## config.mk

```make
export PLATFORM = sky130hd
export DESIGN_NAME = dir_oc_stage
export DESIGN_NICKNAME = d
export VERILOG_FILES = /design/src/dir_oc_pkg.sv /design/src/dir_oc_stage.sv
export SDC_FILE = /design/constraint.sdc
export NUM_CORES = 2
export LEC_CHECK = 0
export ABC_CLOCK_PERIOD_IN_PS = 13900
export BUFFER_PORTS_ARGS = -buffer_cell sky130_fd_sc_hd__clkbuf_2
export CELL_PAD_IN_SITES_DETAIL_PLACEMENT = 2
export CELL_PAD_IN_SITES_GLOBAL_PLACEMENT = 2
export CORE_ASPECT_RATIO = 0.9
export CORE_MARGIN = 4
export CORE_UTILIZATION = 41
export DETAILED_ROUTE_END_ITERATION = 10
export PLACE_DENSITY = 0.81
export SYNTH_ARGS = -nofsm -noshare
export SYNTH_HDL_FRONTEND = slang
export SYNTH_SLANG_ARGS = --single-unit
```

## constraint.sdc

```tcl
create_clock -name clock_i -period 13.9 [get_ports clock_i]
set_input_delay 1.39 -clock clock_i [delete_from_list [all_inputs] [get_ports clock_i]]
set_output_delay 1.39 -clock clock_i [all_outputs]
set_load 0.1 [all_outputs]
```

## src/dir_oc_pkg.sv

```systemverilog
// shared constants, register map and carrier types of the directional overcurrent stage
package dir_oc_pkg;
	// program cycle and timing
	localparam int PROGRAM_CYCLE_US = 5000;
	localparam int CLOCK_KHZ = 25000;
	localparam int PROGRAM_CYCLE_CLKS = PROGRAM_CYCLE_US * CLOCK_KHZ / 1000;
	localparam int HISTORY_MS = 100;
	localparam int MEMORY_HOLD_MS = 500;
	localparam int HISTORY_TICKS = HISTORY_MS * 1000 / PROGRAM_CYCLE_US;
	localparam int MEMORY_HOLD_TICKS = MEMORY_HOLD_MS * 1000 / PROGRAM_CYCLE_US;
	// analogue figures: voltage in 0.01 V, angles in 0.1 deg, current in 0.01 x nominal
	localparam logic [15:0] VOLTAGE_LOSS_LEVEL = 16'h0064;
	localparam logic [7:0] RESET_RATIO_PCT = 8'h61;
	localparam logic [7:0] FULL_PCT = 8'h64;
	localparam logic signed [13:0] ANGLE_HALF_TURN = 14'sh0708;
	localparam logic signed [13:0] ANGLE_FULL_TURN = 14'sh0E10;
	localparam logic signed [13:0] SECTOR_HYSTERESIS = 14'sh0014;
	localparam logic [11:0] SECTOR_MIN = 12'h00A;
	localparam logic [11:0] SECTOR_MAX = 12'h6A4;
	localparam logic signed [11:0] CENTER_MIN = -12'sh708;
	localparam logic signed [11:0] CENTER_MAX = 12'sh708;
	localparam logic [15:0] THRESHOLD_MIN = 16'h000A;
	localparam logic [15:0] THRESHOLD_MAX = 16'h0FA0;
	// register map
	localparam int ADDR_W = 8;
	localparam logic [7:0] REG_CONTROL = 8'h00;
	localparam logic [7:0] REG_GROUP_BASE = 8'h10;
	localparam logic [7:0] REG_GROUP_STRIDE = 8'h10;
	localparam logic [7:0] REG_THRESHOLD = 8'h00;
	localparam logic [7:0] REG_SECTOR_HALF = 8'h04;
	localparam logic [7:0] REG_SECTOR_CENTER = 8'h08;
	localparam logic [7:0] REG_OPERATE_DELAY = 8'h0C;
	localparam logic [7:0] REG_STATUS = 8'h40;
	localparam logic [7:0] REG_ANGLE = 8'h44;
	localparam int GROUPS = 2;
	// control field positions
	localparam int CTRL_DIRECTIONAL = 0;
	localparam int CTRL_MAG_LO = 1;
	localparam int CTRL_FORCE_LO = 3;
	// reset values
	localparam logic [15:0] THRESHOLD_RESET = 16'h0078;
	localparam logic [11:0] SECTOR_HALF_RESET = 12'h370;
	localparam logic signed [11:0] SECTOR_CENTER_RESET = 12'sh000;
	localparam logic [15:0] OPERATE_DELAY_RESET = 16'h0000;

	typedef enum logic [1:0] {MAG_RMS, MAG_TRMS, MAG_PEAK} magnitude_t;
	typedef enum logic [1:0] {FORCE_NORMAL, FORCE_START, FORCE_TRIP, FORCE_BLOCKED} force_t;

	// one measurement set from the front end
	typedef struct packed {
		logic [2:0][15:0] phase_rms;
		logic [2:0][15:0] phase_trms;
		logic [2:0][15:0] phase_peak;
		logic [15:0] positive_sequence_voltage;
		logic signed [11:0] voltage_angle;
		logic signed [11:0] current_angle;
		logic signed [11:0] healthy_ll_angle;
		logic signed [11:0] faulty_phase_angle;
		logic signed [11:0] impedance_angle;
		logic line_to_line_voltage_mode;
		logic residual_voltage_present;
		logic single_phase_fault;
		logic short_circuit;
	} meas_t;

	// settings taken from the active group
	typedef struct packed {
		logic [15:0] pickup_threshold;
		logic [11:0] sector_half;
		logic signed [11:0] sector_center;
		logic [15:0] operate_delay;
	} group_t;

	// stage outputs
	typedef struct packed {
		logic start;
		logic trip;
		logic blocked;
	} stage_out_t;
endpackage : dir_oc_pkg

```

## src/dir_oc_stage.sv

```systemverilog
// directional overcurrent stage with angle memory, sector test and definite delay
//
// The address-and-strobe port and the placing of the registers were left to the implementer.
`timescale 1ns/1ps
// Contract
// - select fundamental, true RMS or peak magnitude
// - refresh all measurement inputs each cycle
// - fault angle is current minus voltage angle
// - line-to-line mode uses healthy/faulty or impedance
// - below 1 V hold memory 0.5 s, then zero
// - memory equals angle 100 ms before fault
// - release below 97 % of threshold
// - one threshold, any phase exceeding picks up
// - directional or non-directional, directional default
// - non-directional ignores angle
// - directional needs angle inside sector
// - half-width 1.0 to 170.0, default 88
// - sector center offset rotates sector
// - 2 degree hysteresis leaving sector
// - threshold in 0.01 steps, default 1.20
// - force status applies only while forcing enabled
// - magnitude and force settings are static
// - group settings come from active group live
// - pick-up unblocked asserts start and timing
// - pick-up blocked asserts blocked, stops evaluation
module dir_oc_stage import dir_oc_pkg::*; #(
	parameter int CYCLE_CLKS = PROGRAM_CYCLE_CLKS
) (
	// clock and reset
	input wire logic clock_i,
	input wire logic reset_n_i,
	// register port
	input wire logic [ADDR_W-1:0] reg_addr_i,
	input wire logic [31:0] reg_wdata_i,
	input wire logic reg_write_i,
	input wire logic reg_read_i,
	output logic [31:0] reg_rdata_o,
	// measurement front end
	input wire meas_t meas_i,
	input wire logic meas_valid_i,
	// system inputs
	input wire logic block_i,
	input wire logic stage_forcing_enable_i,
	input wire logic setting_group_i,
	// stage outputs
	output stage_out_t stage_o,
	output logic program_tick_o
);
	// angle helpers
	function automatic logic signed [11:0] wrap_angle(input logic signed [13:0] a);
		logic signed [13:0] r;
		r = a;
		if (r > ANGLE_HALF_TURN) begin
			r = r - ANGLE_FULL_TURN;
		end else if (r < -ANGLE_HALF_TURN) begin
			r = r + ANGLE_FULL_TURN;
		end
		return r[11:0];
	endfunction : wrap_angle
	function automatic logic signed [13:0] abs_angle(input logic signed [11:0] a);
		logic signed [13:0] r;
		r = 14'(a);
		return (r < 0) ? -r : r;
	endfunction : abs_angle
	function automatic logic [15:0] pick_mag(input meas_t m, input logic [1:0] sel, input int ph);
		logic [15:0] r;
		r = m.phase_rms[ph];
		case (sel)
			MAG_TRMS: r = m.phase_trms[ph];
			MAG_PEAK: r = m.phase_peak[ph];
			default: r = m.phase_rms[ph];
		endcase
		return r;
	endfunction : pick_mag

	// registers and state
	logic [$clog2(PROGRAM_CYCLE_CLKS+1)-1:0] div_count;
	logic tick;
	logic directional;
	logic [1:0] mag_select;
	logic [1:0] force_select;
	group_t group_bank [GROUPS];
	group_t active;
	meas_t meas;
	logic signed [11:0] history [HISTORY_TICKS];
	logic [4:0] hist_ptr;
	logic [7:0] mem_ticks;
	logic picked;
	logic in_sector;
	logic start;
	logic trip;
	logic blocked;
	logic [15:0] delay_count;
	logic signed [11:0] operating_angle;
	logic using_memory;
	logic angle_zeroed;

	// combinational results
	logic [2:0] above;
	logic [2:0] released;
	logic next_picked;
	logic voltage_lost;
	logic signed [11:0] live_ref;
	logic signed [11:0] ref_angle;
	logic signed [11:0] cur_angle;
	logic signed [11:0] next_angle;
	logic signed [13:0] sector_dist;
	logic next_in_sector;
	logic qualified;
	logic [ADDR_W-1:0] group_off;
	logic group_hit;
	logic group_wsel;

	// program cycle divider
	always_ff @(posedge clock_i) begin
		if (!reset_n_i) begin
			div_count <= '0;
			tick <= 1'b0;
		end else if (div_count == ($bits(div_count))'(CYCLE_CLKS - 1)) begin
			div_count <= '0;
			tick <= 1'b1;
		end else begin
			div_count <= div_count + 1'b1;
			tick <= 1'b0;
		end
	end

	// latest measurement set
	always_ff @(posedge clock_i) begin
		if (!reset_n_i) begin
			meas <= '0;
		end else if (meas_valid_i) begin
			meas <= meas_i;
		end
	end

	// register decode
	always_comb begin
		group_off = reg_addr_i - REG_GROUP_BASE;
		group_hit = (reg_addr_i >= REG_GROUP_BASE) && (reg_addr_i < REG_GROUP_BASE + 8'(GROUPS) * REG_GROUP_STRIDE);
		group_wsel = group_off[4];
	end

	// static settings, outside any group
	always_ff @(posedge clock_i) begin
		if (!reset_n_i) begin
			directional <= 1'b1;
			mag_select <= MAG_RMS;
			force_select <= FORCE_NORMAL;
		end else if (reg_write_i && reg_addr_i == REG_CONTROL) begin
			directional <= reg_wdata_i[CTRL_DIRECTIONAL];
			mag_select <= reg_wdata_i[CTRL_MAG_LO +: 2];
			force_select <= reg_wdata_i[CTRL_FORCE_LO +: 2];
		end
	end

	// group settings, with range clamps on all but the operate delay
	generate
		for (genvar g = 0; g < GROUPS; g++) begin : g_bank
			always_ff @(posedge clock_i) begin
				if (!reset_n_i) begin
					group_bank[g].pickup_threshold <= THRESHOLD_RESET;
					group_bank[g].sector_half <= SECTOR_HALF_RESET;
					group_bank[g].sector_center <= SECTOR_CENTER_RESET;
					group_bank[g].operate_delay <= OPERATE_DELAY_RESET;
				end else if (reg_write_i && group_hit && group_wsel == 1'(g)) begin
					case (8'(group_off[3:0]))
						REG_THRESHOLD: begin
							if (reg_wdata_i[15:0] < THRESHOLD_MIN) begin
								group_bank[g].pickup_threshold <= THRESHOLD_MIN;
							end else if (reg_wdata_i[15:0] > THRESHOLD_MAX) begin
								group_bank[g].pickup_threshold <= THRESHOLD_MAX;
							end else begin
								group_bank[g].pickup_threshold <= reg_wdata_i[15:0];
							end
						end
						REG_SECTOR_HALF: begin
							if (reg_wdata_i[11:0] < SECTOR_MIN) begin
								group_bank[g].sector_half <= SECTOR_MIN;
							end else if (reg_wdata_i[11:0] > SECTOR_MAX) begin
								group_bank[g].sector_half <= SECTOR_MAX;
							end else begin
								group_bank[g].sector_half <= reg_wdata_i[11:0];
							end
						end
						REG_SECTOR_CENTER: begin
							if ($signed(reg_wdata_i[11:0]) < CENTER_MIN) begin
								group_bank[g].sector_center <= CENTER_MIN;
							end else if ($signed(reg_wdata_i[11:0]) > CENTER_MAX) begin
								group_bank[g].sector_center <= CENTER_MAX;
							end else begin
								group_bank[g].sector_center <= reg_wdata_i[11:0];
							end
						end
						REG_OPERATE_DELAY: group_bank[g].operate_delay <= reg_wdata_i[15:0];
						default: ;
					endcase
				end
			end
		end
	endgenerate

	// active group follows the selector while running
	assign active = group_bank[setting_group_i];
	// pick-up comparison per phase
	generate
		for (genvar p = 0; p < 3; p++) begin : g_phase
			logic [15:0] mag;
			logic [23:0] scaled_mag;
			logic [23:0] release_level;
			assign mag = pick_mag(meas, mag_select, p);
			assign scaled_mag = 24'(mag) * 24'(FULL_PCT);
			assign release_level = 24'(active.pickup_threshold) * 24'(RESET_RATIO_PCT);
			assign above[p] = mag > active.pickup_threshold;
			assign released[p] = scaled_mag < release_level;
		end
	endgenerate
	// pick-up with built-in release ratio
	assign next_picked = picked ? !(&released) : (|above);
	// reference and current angle selection
	always_comb begin
		voltage_lost = meas.positive_sequence_voltage < VOLTAGE_LOSS_LEVEL;
		live_ref = meas.voltage_angle;
		cur_angle = meas.current_angle;
		if (meas.line_to_line_voltage_mode && !meas.residual_voltage_present && meas.single_phase_fault) begin
			live_ref = meas.healthy_ll_angle;
			cur_angle = meas.faulty_phase_angle;
		end
		ref_angle = live_ref;
		if (voltage_lost) begin
			ref_angle = using_memory_now() ? history[hist_ptr] : 12'sh000;
		end
		if (meas.line_to_line_voltage_mode && !meas.residual_voltage_present && meas.short_circuit) begin
			next_angle = meas.impedance_angle;
		end else begin
			next_angle = wrap_angle(14'(cur_angle) - 14'(ref_angle));
		end
		sector_dist = abs_angle(wrap_angle(14'(next_angle) - 14'(active.sector_center)));
		if (in_sector) begin
			next_in_sector = sector_dist <= 14'(active.sector_half) + SECTOR_HYSTERESIS;
		end else begin
			next_in_sector = sector_dist <= 14'(active.sector_half);
		end
		qualified = next_picked && (!directional || next_in_sector);
	end

	// memory still valid in this cycle
	function automatic logic using_memory_now();
		return mem_ticks < 8'(MEMORY_HOLD_TICKS);
	endfunction : using_memory_now

	// angle history, frozen once voltage is lost or a fault is picked up
	always_ff @(posedge clock_i) begin
		if (!reset_n_i) begin
			for (int i = 0; i < HISTORY_TICKS; i++) begin
				history[i] <= 12'sh000;
			end
			hist_ptr <= '0;
		end else if (tick && !voltage_lost && !picked && !next_picked) begin
			history[hist_ptr] <= live_ref;
			hist_ptr <= (hist_ptr == 5'(HISTORY_TICKS - 1)) ? 5'h00 : hist_ptr + 1'b1;
		end
	end

	// voltage memory timer
	always_ff @(posedge clock_i) begin
		if (!reset_n_i) begin
			mem_ticks <= '0;
			using_memory <= 1'b0;
			angle_zeroed <= 1'b0;
		end else if (tick) begin
			if (!voltage_lost) begin
				mem_ticks <= '0;
				using_memory <= 1'b0;
				angle_zeroed <= 1'b0;
			end else begin
				if (using_memory_now()) begin
					mem_ticks <= mem_ticks + 1'b1;
				end
				using_memory <= using_memory_now();
				angle_zeroed <= !using_memory_now();
			end
		end
	end

	// stage evaluation once per program cycle
	always_ff @(posedge clock_i) begin
		if (!reset_n_i) begin
			picked <= 1'b0;
			in_sector <= 1'b0;
			start <= 1'b0;
			trip <= 1'b0;
			blocked <= 1'b0;
			delay_count <= '0;
			operating_angle <= 12'sh000;
		end else if (tick) begin
			picked <= next_picked;
			in_sector <= next_in_sector;
			operating_angle <= next_angle;
			if (qualified && !block_i) begin
				start <= 1'b1;
				blocked <= 1'b0;
				if (delay_count >= active.operate_delay) begin
					trip <= 1'b1;
				end else begin
					delay_count <= delay_count + 1'b1;
				end
			end else if (qualified && block_i) begin
				start <= 1'b0;
				trip <= 1'b0;
				blocked <= 1'b1;
				delay_count <= '0;
			end else begin
				start <= 1'b0;
				trip <= 1'b0;
				blocked <= 1'b0;
				delay_count <= '0;
			end
		end
	end

	// outputs, with forced status while forcing is enabled
	always_ff @(posedge clock_i) begin
		if (!reset_n_i) begin
			stage_o <= '0;
			program_tick_o <= 1'b0;
		end else begin
			program_tick_o <= tick;
			if (stage_forcing_enable_i) begin
				case (force_select)
					FORCE_START: stage_o <= '{start: 1'b1, trip: 1'b0, blocked: 1'b0};
					FORCE_TRIP: stage_o <= '{start: 1'b1, trip: 1'b1, blocked: 1'b0};
					FORCE_BLOCKED: stage_o <= '{start: 1'b0, trip: 1'b0, blocked: 1'b1};
					default: stage_o <= '{start: start, trip: trip, blocked: blocked};
				endcase
			end else begin
				stage_o <= '{start: start, trip: trip, blocked: blocked};
			end
		end
	end

	// register read, data in the cycle after the strobe only
	always_ff @(posedge clock_i) begin
		if (!reset_n_i) begin
			reg_rdata_o <= '0;
		end else if (!reg_read_i) begin
			reg_rdata_o <= '0;
		end else if (reg_addr_i == REG_CONTROL) begin
			reg_rdata_o <= {27'h000_0000, force_select, mag_select, directional};
		end else if (reg_addr_i == REG_STATUS) begin
			reg_rdata_o <= {24'h00_0000, angle_zeroed, using_memory, in_sector, picked, blocked, trip, start, setting_group_i};
		end else if (reg_addr_i == REG_ANGLE) begin
			reg_rdata_o <= 32'(operating_angle);
		end else if (group_hit) begin
			case (8'(group_off[3:0]))
				REG_THRESHOLD: reg_rdata_o <= {16'h0000, group_bank[group_wsel].pickup_threshold};
				REG_SECTOR_HALF: reg_rdata_o <= {20'h0_0000, group_bank[group_wsel].sector_half};
				REG_SECTOR_CENTER: reg_rdata_o <= 32'(group_bank[group_wsel].sector_center);
				REG_OPERATE_DELAY: reg_rdata_o <= {16'h0000, group_bank[group_wsel].operate_delay};
				default: reg_rdata_o <= '0;
			endcase
		end else begin
			reg_rdata_o <= '0;
		end
	end
endmodule : dir_oc_stage

```

### After elaboration in Yosys (flattened, before gate mapping)

Memories as Yosys holds them, arrays and structs flattened. A register that Yosys moved wholly into a read port is not among the register bits.
Cells that the tools add are included.

* ROM bits: 0
* bits in latches: 0
* memory bits (writable): 352
* input bits: 272
* flip-flop bits (word level): 331
* output and inout port bits: 36
* memories kept: 2

* reductions and logical operators: 35
* order comparisons: 24
* divide/modulo/power cells: 0
* shifts and indexed selects: 0
* $mul: 4
* equal/unequal tests: 15
* bitwise logic cells: 23
* muxes and demuxes: 149
* $add $sub $neg: 13

Memories
* history: words 20, width 12, rd ports 1, clocked after memory_dff 1, wr ports 20, line dir_oc_stage.sv:85 `logic signed [11:0] history [HISTORY_TICKS];`
* group_bank: words 2, width 56, rd ports 2, clocked after memory_dff 0, wr ports 2, line dir_oc_stage.sv:82 `group_t group_bank [GROUPS];`

Operator list (count)
* 2-to-1 mux 12 bit: 22
* 2-to-1 mux 16 bit: 10
* case mux 32 bit (4 select lines): 1
* 2-to-1 mux 1 bit: 100
* case mux 16 bit (2 select lines): 3
* less-than comparator 23 bit: 3
* 2-to-1 mux 32 bit: 2
* multiplier 16 x 5 -> 21 bit (second input constant): 3
* greater-than comparator 16 bit: 3
* greater-than comparator 13 x 12 -> 1 bit (second input constant): 2
* less-than comparator 13 x 12 -> 1 bit (second input constant): 2
* subtractor 12 x 12 -> 13 bit: 2
* 2-to-1 mux 5 bit: 5
* adder 12 x 10 -> 12 bit (second input constant): 2
* 2-to-1 mux 8 bit: 3
* subtractor 12 x 10 -> 12 bit (second input constant): 2
* multiplier 16 x 7 -> 23 bit (second input constant): 1
* bitwise OR 1 bit: 20
* adder 17 x 1 -> 17 bit (second input constant): 1
* equality test 17 bit (second input constant): 1
* adder 16 x 1 -> 16 bit (second input constant): 1
* equality test 8 x 7 -> 1 bit (second input constant): 2
* greater-or-equal comparator 16 bit: 1
* greater-than comparator 16 x 12 -> 1 bit (second input constant): 1
* 39 further kinds: 70

### Logic depth before layout (Yosys ltp)

* depth after elaboration: 23
* mapped depth: 53

### Worst setup path before layout

No wires, ideal clock.

* kind: reg2reg
* from: register with a tool-made name
* to: register delay_count[9]
* setup slack: 2.880 ns
* data arrival time: 10.892 ns
* period minus slack after synthesis: 11.020 ns
* setup time: 0.128 ns
* cell stages (with the launch flop): 52
* data required time: 13.772 ns
* cell sequence: dfxtp_1 > clkbuf_1 > buf_1 > buf_1 > mux4_2 > mux4_2 > mux2_2 > a22oi_1 > ha_1 > a21o_1 > and2_1 > nor4_1 > nor2_1 > inv_1 > ha_1 > nand4_1 > mux2_2 > o2111a_1 > [16 not listed] > a32o_1 > or3_4 > nand4_4 > mux2_1 > ha_1 > nor2b_1 > o21ai_0 > o211a_1 > o21ai_0 > a31o_2 > a21oi_1 > a2bb2oi_1 > nand4b_1 > o21ai_1 > clkbuf_1 > nor3_1 > xnor2_1 > nor2_1

RTL lines
* to (signal assigned): line dir_oc_stage.sv:306 `delay_count <= delay_count + 1'b1;`
* to (decl): line dir_oc_stage.sv:93 `logic [15:0] delay_count;`

### Worst setup path after layout

* from: register meas[66] in the netlist's numbering
* to: register delay_count[10]

* word-level cells in the longest chain between the ends: 20
* elaborated cells on any way between the ends: 29
* classes of those cells: add/sub: 7; order compare: 8; eq/ne: 1; mux: 9; reduce/logical: 4

RTL lines
* from (decl): line dir_oc_stage.sv:84 `meas_t meas;`
* from (signal assigned): line dir_oc_stage.sv:133 `meas <= meas_i;`
* less-than comparator 16 x 7 -> 1 bit *: line dir_oc_stage.sv:222 `voltage_lost = meas.positive_sequence_voltage < VOLTAGE_LOSS_LEVEL;`
* 2-to-1 mux 12 bit *: line dir_oc_stage.sv:230 `if (voltage_lost) begin`
* subtractor 12 x 12 -> 13 bit *: line dir_oc_stage.sv:236 `next_angle = wrap_angle(14'(cur_angle) - 14'(ref_angle));`
* adder 12 x 10 -> 12 bit / less-than comparator 13 x 12 -> 1 bit (equally long branches): line dir_oc_stage.sv:56, dir_oc_stage.sv:55
* 2-to-1 mux 12 bit: line dir_oc_stage.sv:55 `end else if (r < -ANGLE_HALF_TURN) begin`
* 2-to-1 mux 12 bit *: line dir_oc_stage.sv:53 `if (r > ANGLE_HALF_TURN) begin`
* 2-to-1 mux 12 bit *: line dir_oc_stage.sv:233 `if (meas.line_to_line_voltage_mode && !meas.residual_voltage_present && meas.short_circuit) begin`
* named net next_angle[4]: line dir_oc_stage.sv:106 `logic signed [11:0] next_angle;`
* [5 not listed]
* 2-to-1 mux 14 bit *: line dir_oc_stage.sv:63 `return (r < 0) ? -r : r;`
* less-or-equal comparator 14 x 12 -> 1 bit / less-or-equal comparator 14 x 13 -> 1 bit (equally long branches): line dir_oc_stage.sv:242, dir_oc_stage.sv:240
* 2-to-1 mux 1 bit *: line dir_oc_stage.sv:239 `if (in_sector) begin`
* logical OR 1 bit *: line dir_oc_stage.sv:244 `qualified = next_picked && (!directional || next_in_sector);`
* logical AND 1 bit *: line dir_oc_stage.sv:244
* logical AND 1 bit *: line dir_oc_stage.sv:300 `if (qualified && !block_i) begin`
* != test 2 bit (no line)
* AND reduction 2 bit (no line)

Mark *: on every way through the listed nets, which the timed path passes. The rest lies on a longest branch.
A chain may end at the register's enable or synchronous reset.

==> key figures <==
Power
  • Total design power: 9.06 mW
  • Worst VDD drop: approximately 0.00023 V
  • Flop pwr share: 0.298
  • Switching Fraction: 0.379
  • Total power divided by cell area: about 170 mW/mm^2
  • Combinational power share: 0.414
  • Psw: between 3 and 4 mW
  • Static leakage: 21.8 nW
  • Internal power contribution: roughly 5.6 mW
  • Clock network fraction of design power: 0.288

Yosys
  • Library cells used by synthesis: 93
  • Synthesized cell area: between 0.04 and 0.05 mm^2
  • Basic-gate share of the synthesized area counting and, or, nand and nor cells: 0.122
  • Cell accounting for the most synthesized area: edfxtp_1
  • Register area share after synthesis: 0.458
  • Mapped Cells: about 4.3k
  • Most frequent cells after synthesis: nor2_1 (687), edfxtp_1 (496), ha_1 (419)
  • Leading cell type by number of instances after synthesis: nor2_1
  • Adder-cell area share of the yosys netlist: 0.131
  • Number of synthesized flops with an enable pin: 496
  • Syn_area_per_cell: between 10 and 15 um^2
  • Cells taking the most area after synthesis: edfxtp_1 (32%), dfxtp_1 (14%), ha_1 (11%), mux2i_1 (6.7%), mux4_2 (5.8%)
  • Compound-gate portion of the synthesized area: 0.0896
  • Most common flop cell mapped by yosys: edfxtp_1
  • Share of synthesized area spent on multiplexers: 0.135
  • Async set-or-reset flop fraction in the synthesized netlist: 0
  • Yosys top cell area share: 0.320
  • Number of register bits inferred by synthesis: 815
  • Number of warnings printed during yosys synthesis: 0
  • Xor/xnor cell area share of the yosys netlist: 0.0239
  • Main combinational cell family by area after synthesis: multiplexers

Outcome
  • Result of the run: completed

Setup path
  • Setup crit end kind: flip-flop
  • Maximum single-stage delay on the critical path: 0.81 ns
  • Max Fanout on Critical Path: 11
  • Cell type of the slowest stage on the worst timing path: nor4_2
  • Type of the worst setup path: reg2reg
  • Worst endpoint data arrival time: 13.56 ns
  • Worst EP required: approximately 14 ns
  • Startpoint types: flip-flop

Timing
  • Unrepaired setup endpoints after global routing: false
  • Highest clock frequency the design can meet: around 77 MHz
  • Final count of pins violating max slew: 0
  • Shortest clock period the worst path allows after layout: 13.01 ns
  • Summed negative setup slack over all endpoints: 0 ns
  • Transition at the pin with the smallest max-transition slack: between 1 and 1.5 ns
  • Clock skew after layout: around 0.052 ns
  • Final number of hold-violating endpoints: 0
  • Number of failing setup endpoints in the final timing report: 0
  • Tcrit/Tclk final: 0.936
  • Max_slew headroom: 0.160

Final layout
  • Number of fill cells: 11.5k
  • Final core area utilization: 0.472
  • Layout cell share with drive strength beyond 1: 0.159
  • Final standard cell area without fillers: between 0.05 and 0.06 mm^2
  • Signed area change from the synthesized netlist to the final layout: 13.6%
  • Number of cells in the finished layout apart from fillers: 6072
  • Nets@finish: 5251

Drt
  • Iter 0 DRT Violations: ~3.1k
  • Average wire per cell in the routed design: 29.0 um
  • Drt drc: 0
  • Routed via count divided by cell count: 5.97
  • Number of iterations in the first detailed-routing pass: 5
  • Routed Wire Length: 176000 um
  • Via count: ~36k
  • Remaining number of nets flagged by the antenna check after routing: 0

Floorplan
  • Width of the chip: about 360 um
  • Area of the core region: about 0.11 mm^2
  • Number of I/O pins: around 310
  • Die Outline Area: 0.119 mm^2
  • Die Ht: 327 um
  • # rows: 116
  • Starting Density: 0.415

Placed design
  • PortBufs: ~290
  • Number of placed cells counting well taps: ~5.9k
  • DP HPWL: 123000 um
  • Placer congestion estimate: roughly 0.84
  • Area of placed instances: about 0.05 mm^2

Flow run
  • Max-cap viol count: 0

Clocking
  • Buffer type at the clock tree root: clkbuf_16
  • Worst-Skew Late Latency: 0.72 ns
  • Max H-tree Level: 3
  • Reg clk slew, reported paths: about 0.06 ns
  • Cts bufs inserted: a little over 90
  • Number of sinks driven by the clock tree: between 800 and 900
  • CTS tree: done
  • Clock buffer depth: 3

Worst hold path
  • Path type of the worst min-delay path: reg2reg

Global routing
  • Number of global-route vias before repair: approximately 40k
  • Total grt overflow: 0
  • Maximum number of pins on one net before global-route repair: between 150 and 200
  • First-pass GRT wire length: 262000 um
  • Initial antenna violation count: 23
  • Combined global-route utilization of all metal layers: 0.290
## logic make-up after synthesis
kind of cell	after synthesis
flops	815
fa+ha+maj	462
mux	472
other cells	1
compound gates	634
simple gates	1279
xor+xnor	126
buf+inv	487
## path summary, 6_finish.rpt
| path | from | to | slack [ns] | cells after the start |
|---|---|---|---|---|
| worst max-delay path | meas[66] | delay_count[10] | 0.89 | 49 |
| worst min-delay path | div_count[0] | div_count[0] | 0.46 | 1 |
| worst max register to register | meas[66] | delay_count[10] | 0.89 | 49 |
| worst min register to register | div_count[0] | div_count[0] | 0.46 | 1 |
## power groups by stage
| stage | registers, mW | clock network [mW] | logic (mW) |
|---|---|---|---|
| after floorplan | 2.73 | 0 | 2.61 |
| after global routing | 2.71 | 2.74 | 4.16 |
| after detailed placement | 2.75 | 0 | 3.62 |
| final | 2.71 | 2.61 | 3.75 |
| after CTS | 2.70 | 2.64 | 3.73 |
| after global placement | 2.74 | 0 | 3.37 |
## flip-flops by register name (all words and copies together) (netlist names), 2 cells and up, named ones only
register         flops
history            384
operating_angle     12
group_bank         112
hist_ptr             5
mem_ticks            8
reg_rdata_o         17
div_count           17
delay_count         16
force_select         2
meas               222
mag_select           2
stage_o              3
## final cells by class
| class | count | area, um^2 | area share |
|---|---|---|---|
| multi-input cells | 2986 | 23500 | 0.444 |
| flip-flops and latches | 815 | 21300 | 0.403 |
| clock buffers | 138 | 2730 | 0.0517 |
| repair buffers | 369 | 2110 | 0.0399 |
| well taps | 1475 | 1850 | 0.0349 |
| inverters | 254 | 966 | 0.0183 |
| clock inverters | 30 | 418 | 0.00791 |
| diodes | 5 | 12.5 | 0.000237 |
## metal layers
layer / vias up / wire, um / track usage
met1: 18600 / 72500 / 0.369
met5: - / 174 / 0
li1: 15900 / - / -
met4: 26 / 6230 / 0.0969
met2: 1342 / 85300 / 0.495
met3: 369 / 11800 / 0.0577
## cell usage in the layout, fill, tap and decap left out, types with 11 or more instances in the layout
cell and instances:
a221oi_1 14, o21ai_1 11, mux2i_1 299, mux4_2 120, and3_1 38, or3_1 15
o21ai_0 149, clkbuf_8 17, and2_1 37, o211ai_1 18, a222oi_1 12, o22ai_1 16
mux2i_2 11, a22oi_1 73, a21oi_1 141, fa_1 43, inv_1 250, xor2_1 40
buf_4 77, nor3_1 54, nand3_1 56, clkbuf_1 23, mux2_2 40, a21boi_0 11
conb_1 13, nor2_1 682, nand2b_1 19, nand4_1 37, nor2b_1 35, nand2_1 236
clkbuf_16 96, dfxtp_1 316, a21o_1 59, o21a_1 31, edfxtp_1 496, clkbuf_2 289
ha_1 417, xnor2_1 85, nor4_1 14
## repair_timing
item / 4_1_cts / 5_1_grt
setup buffers: 0 / 3
setup endpoints to repair: 0 / 15
resized for setup: 0 / 1
hold buffers: 0 / 0
## stage by stage
step                      hold slack, ns  setup WS [ns]
after floorplan                    0.413           2.88
after global placement             0.430           1.54
after detailed placement           0.450           1.02
after CTS                          0.461          0.736
after global routing               0.474          0.115
final                              0.459          0.890
## critical path, delay by kind of cell, from the launching register on
kind	cells	cell delay, ns
simple gates	19	4.52
fa+ha+maj	5	1.51
mux	2	0.65
compound gates	16	4.10
buf+inv	4	0.92
xor+xnor	3	0.76
flops	1	0.31
Power figures use the tool's default switching activity.
